**config.mk**
```make
export PLATFORM = sky130hd
export DESIGN_NAME = cam_core
export DESIGN_NICKNAME = d
export VERILOG_FILES = /design/src/cam_pkg.sv /design/src/cam_core.sv
export SDC_FILE = /design/constraint.sdc
export NUM_CORES = 2
export LEC_CHECK = 0
export BUFFER_PORTS_ARGS = -buffer_cell sky130_fd_sc_hd__buf_2
export CAP_MARGIN = 5
export CELL_PAD_IN_SITES_DETAIL_PLACEMENT = 0
export CELL_PAD_IN_SITES_GLOBAL_PLACEMENT = 1
export CORE_ASPECT_RATIO = 0.8
export CORE_MARGIN = 1
export CORE_UTILIZATION = 46
export DETAILED_ROUTE_END_ITERATION = 10
export PLACE_DENSITY_LB_ADDON = 0.1
export SLEW_MARGIN = 20
export SYNTH_ARGS = -nofsm -noshare
export SYNTH_HDL_FRONTEND = slang
export SYNTH_SLANG_ARGS = --single-unit
```
**constraint.sdc**
```tcl
create_clock -name clock -period 426 [get_ports clock]
set_input_delay 63.9 -clock clock [delete_from_list [all_inputs] [get_ports clock]]
set_output_delay 63.9 -clock clock [all_outputs]
set_load 0.03 [all_outputs]
```
**src/cam_pkg.sv**
```systemverilog
// package for the content-addressable memory block
// assumes a single clock; users import the whole package
package cam_pkg;

    // geometry defaults
    localparam int CAM_WORDS = 32;
    localparam int CAM_WIDTH = 32;
    localparam int CAM_LINES = 16;
    localparam int CAM_AW    = 5;

    // reset values of the stored contents
    localparam logic [CAM_WIDTH-1:0] CAM_DATA_RST = 32'h0000_0000;
    localparam logic [CAM_WIDTH-1:0] CAM_CARE_ALL = 32'hFFFF_FFFF;

    // result-half codes of the one-hot form
    localparam logic CAM_HALF_LO = 1'h0;
    localparam logic CAM_HALF_HI = 1'h1;

    // write sequencer states
    typedef enum logic [2:0] {
        CAM_W_IDLE = 3'h1,
        CAM_W_DATA = 3'h2,
        CAM_W_MASK = 3'h4
    } cam_wst_t;

endpackage : cam_pkg

```
**src/cam_core.sv**
```systemverilog
// content-addressable memory: 32 entries of 32 bits with per-bit mask
// assumes synchronous user inputs on one clock; clears are asynchronous

// Notes on behaviour
// - thirty-two entries of thirty-two bits, all compared on every search
// - search word compared against every entry at once, location returned
// - match flag high whenever at least one entry matches the search
// - bits written as don't-care never cause or prevent a match
// - encoded form puts the binary index of the match on the result lines
// - one-hot form raises the result line of each matching entry
// - one-hot result for 32 entries comes in two cycles, 16 each
// - write inputs registered; optional output stage adds one pipeline cycle
// - all registers clear asynchronously from local, global or chip reset
// - plain write takes two cycles, write with don't-care bits takes three
// - contents start from configured values or are written in operation
module cam_core
    import cam_pkg::*;
#(
    parameter int                             WORDS     = CAM_WORDS,
    parameter int                             WIDTH     = CAM_WIDTH,
    parameter int                             LINES     = CAM_LINES,
    parameter int                             AW        = CAM_AW,
    parameter bit                             OUT_REG   = 1'b0,
    parameter logic [WORDS-1:0][WIDTH-1:0]    INIT_DATA = '0,
    parameter logic [WORDS-1:0][WIDTH-1:0]    INIT_CARE = '1
) (
    input  wire logic              clock,
    input  wire logic              rst,
    input  wire logic              clr_local,
    input  wire logic              clr_global,
    input  wire logic              clr_chip,
    input  wire logic              enc_sel,
    input  wire logic              srch_valid,
    input  wire logic [WIDTH-1:0]  srch_word,
    input  wire logic              wr_en,
    input  wire logic [AW-1:0]     wr_addr,
    input  wire logic [WIDTH-1:0]  wr_data,
    input  wire logic [WIDTH-1:0]  wr_care,
    input  wire logic              wr_use_mask,
    output logic                   srch_busy,
    output logic                   wr_busy,
    output logic                   res_valid,
    output logic                   res_match,
    output logic                   res_half,
    output logic [LINES-1:0]       res_lines
);

    typedef struct packed {
        logic [WORDS-1:0][WIDTH-1:0] mem_data;
        logic [WORDS-1:0][WIDTH-1:0] mem_care;
        cam_wst_t                    wst;
        logic [AW-1:0]               w_addr;
        logic [WIDTH-1:0]            w_data;
        logic [WIDTH-1:0]            w_care;
        logic                        w_mask;
        logic                        w_busy;
        logic                        in_v;
        logic [WIDTH-1:0]            in_word;
        logic                        s_busy;
        logic                        hi_pend;
        logic [LINES-1:0]            hi_vec;
        logic                        hi_match;
        logic                        o1_v;
        logic                        o1_match;
        logic                        o1_half;
        logic [LINES-1:0]            o1_lines;
        logic                        o2_v;
        logic                        o2_match;
        logic                        o2_half;
        logic [LINES-1:0]            o2_lines;
    } cam_st_t;

    cam_st_t          s_r;
    cam_st_t          s_nxt;
    logic             clr_any;
    logic [WORDS-1:0] hit;
    logic [AW-1:0]    hit_idx;
    logic             any_hit;

    // reset image: configured contents, idle pipeline
    function automatic cam_st_t cam_rst_val();
        cam_st_t v;
        v          = '0;
        v.mem_data = INIT_DATA;
        v.mem_care = INIT_CARE;
        v.wst      = CAM_W_IDLE;
        return v;
    endfunction
    localparam cam_st_t CAM_RST_IMG = cam_rst_val();

    // local, global and chip clears reach every register
    assign clr_any = clr_local | clr_global | clr_chip;
    assign any_hit = |hit;

    // parallel compare of every entry
    always_comb begin
        hit     = '0;
        hit_idx = '0;
        for (int i = 0; i < WORDS; i++) begin
            // a cleared care bit takes that bit out of the compare
            hit[i] = ~|((s_r.in_word ^ s_r.mem_data[i])
                        & s_r.mem_care[i]);
        end
        // lowest matching index wins in encoded form
        for (int i = WORDS - 1; i >= 0; i--) begin
            if (hit[i]) begin
                hit_idx = AW'(i);
            end
        end
    end

    always_comb begin
        s_nxt      = s_r;
        // result pulses last one cycle unless refilled
        s_nxt.o1_v = 1'b0;

        // write sequencer
        case (s_r.wst)
            CAM_W_IDLE: begin
                // a request while busy is never looked at
                if (wr_en) begin
                    s_nxt.w_addr = wr_addr;
                    s_nxt.w_data = wr_data;
                    s_nxt.w_care = wr_care;
                    s_nxt.w_mask = wr_use_mask;
                    s_nxt.wst    = CAM_W_DATA;
                end
            end
            CAM_W_DATA: begin
                // entry keeps its old mask until the mask commits
                s_nxt.mem_data[s_r.w_addr] = s_r.w_data;
                if (s_r.w_mask) begin
                    s_nxt.wst = CAM_W_MASK;
                end else begin
                    s_nxt.mem_care[s_r.w_addr] = CAM_CARE_ALL;
                    s_nxt.wst                  = CAM_W_IDLE;
                end
            end
            CAM_W_MASK: begin
                // mask commit ends a masked write
                s_nxt.mem_care[s_r.w_addr] = s_r.w_care;
                s_nxt.wst                  = CAM_W_IDLE;
            end
            default: begin
                s_nxt.wst = CAM_W_IDLE;
            end
        endcase
        s_nxt.w_busy = (s_nxt.wst != CAM_W_IDLE);

        // search input register; refused in the cycle after a one-hot take
        s_nxt.in_v    = srch_valid & ~s_r.s_busy;
        if (s_nxt.in_v) begin
            s_nxt.in_word = srch_word;
        end
        s_nxt.s_busy  = s_nxt.in_v & ~enc_sel;

        // result formation
        s_nxt.hi_pend = 1'b0;
        if (s_r.in_v) begin
            s_nxt.o1_v     = 1'b1;
            s_nxt.o1_match = any_hit;
            s_nxt.o1_half  = CAM_HALF_LO;
            if (enc_sel) begin
                s_nxt.o1_lines = LINES'(hit_idx) & {LINES{any_hit}};
            end else begin
                s_nxt.o1_lines = hit[LINES-1:0];
                // upper half waits one cycle
                s_nxt.hi_pend  = 1'b1;
                s_nxt.hi_vec   = hit[WORDS-1:LINES];
                s_nxt.hi_match = any_hit;
            end
        end else if (s_r.hi_pend) begin
            s_nxt.o1_v     = 1'b1;
            s_nxt.o1_match = s_r.hi_match;
            s_nxt.o1_half  = CAM_HALF_HI;
            s_nxt.o1_lines = s_r.hi_vec;
        end else begin
            s_nxt.o1_match = 1'b0;
            s_nxt.o1_lines = '0;
        end

        // optional output stage
        // only read when OUT_REG selects it
        s_nxt.o2_v     = s_r.o1_v;
        s_nxt.o2_match = s_r.o1_match;
        s_nxt.o2_half  = s_r.o1_half;
        s_nxt.o2_lines = s_r.o1_lines;

        // synchronous reset reloads the configured image
        if (rst) begin
            s_nxt = CAM_RST_IMG;
        end
    end

    // clears act at once, without the clock
    always_ff @(posedge clock or posedge clr_any) begin
        if (clr_any) begin
            s_r <= CAM_RST_IMG;
        end else begin
            s_r <= s_nxt;
        end
    end

    // outputs taken from the selected stage, each straight from a flop
    assign srch_busy = s_r.s_busy;
    assign wr_busy   = s_r.w_busy;
    if (OUT_REG) begin : g_out_late
        assign res_valid = s_r.o2_v;
        assign res_match = s_r.o2_match;
        assign res_half  = s_r.o2_half;
        assign res_lines = s_r.o2_lines;
    end else begin : g_out_early
        assign res_valid = s_r.o1_v;
        assign res_match = s_r.o1_match;
        assign res_half  = s_r.o1_half;
        assign res_lines = s_r.o1_lines;
    end

endmodule // cam_core

```
==> results list <==
* Result of the run: complete, no violations
- Mean post-synth cell area: 11.36 um^2
- Input and output buffers added on the ports amount to 130.
- For the pin with the worst max-slew slack, the measured transition is 1.245 ns.
* Layout cell share with drive strength beyond 1: 24.10%
- Clock tree root buffer cell: clkbuf_16
- Routability-driven placement finished with a final weighted congestion of 0.8756.
- Final std cells w/o fill: 11130
* Drt initial violations: 8565
* Required @ worst endpoint: 426.73 ns
- Number of pins with negative max-slew slack in the final report: 0
- Crit path time final: 68.41 ns
- Clock-pin slew was measured on the worst setup and hold paths at 0.06 ns.
* Hold buffer count at cts: 0
- The tool flagged a number of max-cap violations equal to 0.
* Placement row count: 149
- The later pin in the worst-skew pair is clocked with a latency of 0.88 ns.
* Part of the Yosys area used for sequential elements: 58.89%
* Vias in the first global route: 69270
- Final Hold Violating Endpoints: 0
- Count of unresolved DRC violations after routing: 0
- Combinational cells account for 7.6% of the total power.
- Worst setup path class: in -> async
* H-Tree Level Count: 4
* Most instantiated cells after synthesis: 1276 x nand2_1, 1168 x dfrtp_1, 1035 x o21ai_0
* Count of flip-flops with a built-in enable after synthesis: 0
- Highest net fanout along the worst path: 161
- Counting along the longest clock path gives a buffer depth of 3.
- Ranking of synthesized cells by area: dfrtp_1 31%, dfstp_2 28%, o22a_1 9.4%
- The cell count after synthesis came out at 8393.
- The die is 409.3 um tall.
- Worst Setup Start Kind: primary input
- Number of buffers added for setup after CTS: 0
* Hold WS: 0.4960 ns
* Count of nets after finishing: 8293
- The worst pin sits at a relative slew slack of 16.29%.
- Leakage power: 0.04729 uW
- GRT Total Usage: 38.65%
- After detailed routing, the average wire length per cell comes to 36.54 um.
- Worst vdd rail ir drop: 4.601 uV
* Pin count of the biggest net entering global routing: 164
- Post-synthesis to final-layout area growth: 10.93%
- The number of antenna violations at the first check in global routing was 54.
- Using the TritonRoute via totals, the vias-per-cell ratio works out to 6.496.
- Most used flip-flop cell after synthesis: dfrtp_1
- CTS tree: built
- After synthesis, the share of flip-flops with an asynchronous set or reset is 100.0%.
- First-pass GRT wire length: 563000 um
- The detail route stage leaves a number of antenna-violating nets equal to 0.
- After clock tree synthesis, the repair step resized 0 gates.
- Cell accounting for the most synthesized area: dfrtp_1
- Overall via count from detail_route: 72300
* Endpoint of the most critical setup path: s_r[123]
- Yosys printed 0 warnings.
- The die is 511.1 um wide.
- CTS Buf Count: 221
* Max Clock Skew: 0.02603 ns
- Final core utilization: 51.35%
- Data arrival at the endpoint of the critical path: 69.14 ns
- The number of nets handed over by synthesis was 8503.
* Remaining Overflow, GRT: 0
* Half-perimeter wire length after placement: 214600 um
* Most repeated cell in the gate-level netlist after synthesis: nand2_1
* Total length of routed wires: 406700 um
* Reg-to-reg slack, setup: 421.25 ns
- Depth of the worst register-to-register path: 10
- In this run the critical register-to-register path is launched from s_r[72].
- P_sw: 120.1 uW
- Derived from the worst setup path, the maximum achievable clock frequency is 14.62 MHz.
- Internal cell power: 336.0 uW
- Count of distinct cell types in the synthesized netlist: 54
* Setup TNS Final: 0 ns
* Reg2reg end: res_lines[2]
- CP Capture Type: asynchronous set/reset pin
- In this run the worst setup path begins at clr_global.
- Fraction of post-synthesis cell area in the top cell type by area: 30.65%
- For this configuration, the core starts out at a cell density of 46.29%.
- The core region is 206000 um^2.
- Sequential cells account for 47.4% of the total power.
- CTS saw 2193 sinks.
- After layout, the worst path uses 16.06% of the clock period.
- RSZ-0062 raised after global routing: false
- Length of the first detailed-routing pass in iterations: 7
- Post-synthesis register bit count: 2193
- Per report_power, the clock group accounts for 45.0% of the total.
- Setup violations remaining at the end of the flow were counted as 0.
- In this run the worst hold path is classified as reg -> reg.
* Top-level I/O count: 131
- Number of placed cells counting well taps: 10680
* Power Dens Cells: 4.313 nW/um^2
- Synthesized area: 95370 um^2
* Sw Ratio: 26.33%
- Die ar.: 209200 um^2
worst max-delay path: stages:
cell	delay, ns
buf_2	0.10
nor3_2	0.19
buf_4	0.72
buf_4	0.76
buf_12	0.68
buf_4	0.71
buf_4	0.81
buf_4	0.92
registers in the layout, summed over array words and instances, names as in the netlist:
register	count
res_valid	1
res_match	1
s_r	2172
res_lines	16
srch_busy	1
res_half	1
wr_busy	1
cell families (layout without fill, tap and decap cells):
logic type,count (synthesis),in the layout,synth area share [%]
compound gates,2788,2788,20.28
flops,2193,2193,58.89
simple gates,1563,1563,6.935
xor+xnor,1024,1024,9.420
buf+inv,824,813,4.466
mux,1,1,0.01050
other cells,0,30,0
power by group through the flow:
| stage | Clock (uW) | Sequential [uW] | Combinational, uW |
|---|---|---|---|
| floorplan | 0 | 211 | 22.1 |
| global placement | 0 | 219 | 33.8 |
| detailed placement | 0 | 219 | 33.9 |
| CTS | 207 | 216 | 34.0 |
| global route | 215 | 216 | 36.1 |
| finish | 205 | 216 | 34.8 |
layout by cell type, fill, tap and decap left out, drive strengths merged, types with 5 or more instances in the layout:
cell         n
o21ai     1069
dfrtp     1168
nand2     1276
nor2b        9
and2         5
inv         17
clkinvlp     5
bufinv      15
nor3        12
nor4        36
nor2        60
a21oi      110
a22o        57
o22a      1024
xor2      1024
a22oi      512
dfstp     1025
nand3        7
nand4      129
clkinv      36
nand2b       7
buf        383
clkbuf     357
diode       30
worst min-delay path by stage:
stage	from	to	slack [ns]	cells past startpoint
6_report	s_r[1219]	s_r[1219]	0.50	2
3_3_place_gp	s_r[1239]	s_r[1239]	0.48	2
3_5_place_dp	s_r[45]	s_r[45]	0.48	1
4_1_cts	s_r[42]	s_r[42]	0.50	1
2_1_floorplan	s_r[47]	s_r[47]	0.45	2
5_1_grt	s_r[1318]	s_r[1318]	0.51	2
per-stage QoR:
stage / cell area, um^2 / setup slack, ns / power, uW
finish: 105800 / 357.59 / 456.2
detailed placement: 98030 / 356.52 / 253.3
global placement: 97980 / 356.57 / 253.2
floorplan: 95370 / 151.04 / 232.7
global route: 105700 / 356.88 / 467.3
CTS: 105600 / 357.45 / 457.0
layer usage:
| layer | global-route usage, % | wire, um | part of all wire (%) |
|---|---|---|---|
| met5 | 0 | 40 | 0.0098 |
| met4 | 17.11 | 20120 | 4.9 |
| met3 | 8.827 | 39440 | 9.7 |
| met2 | 58.13 | 178800 | 44 |
| met1 | 53.39 | 168300 | 41 |
layout make-up:
| class | instances | area (um^2) |
|---|---|---|
| Clock buffer | 357 | 6794 |
| Fill cell | 18290 | 100200 |
| Clock inverter | 65 | 810.8 |
| Sequential cell | 2193 | 56400 |
| Multi-Input combinational cell | 5376 | 35660 |
| Tap cell | 2718 | 3401 |
| Timing Repair Buffer | 383 | 2623 |
| Antenna cell | 30 | 75.07 |
| Inverter | 8 | 31.28 |
Note: power is estimated with default switching activity, not from simulation.
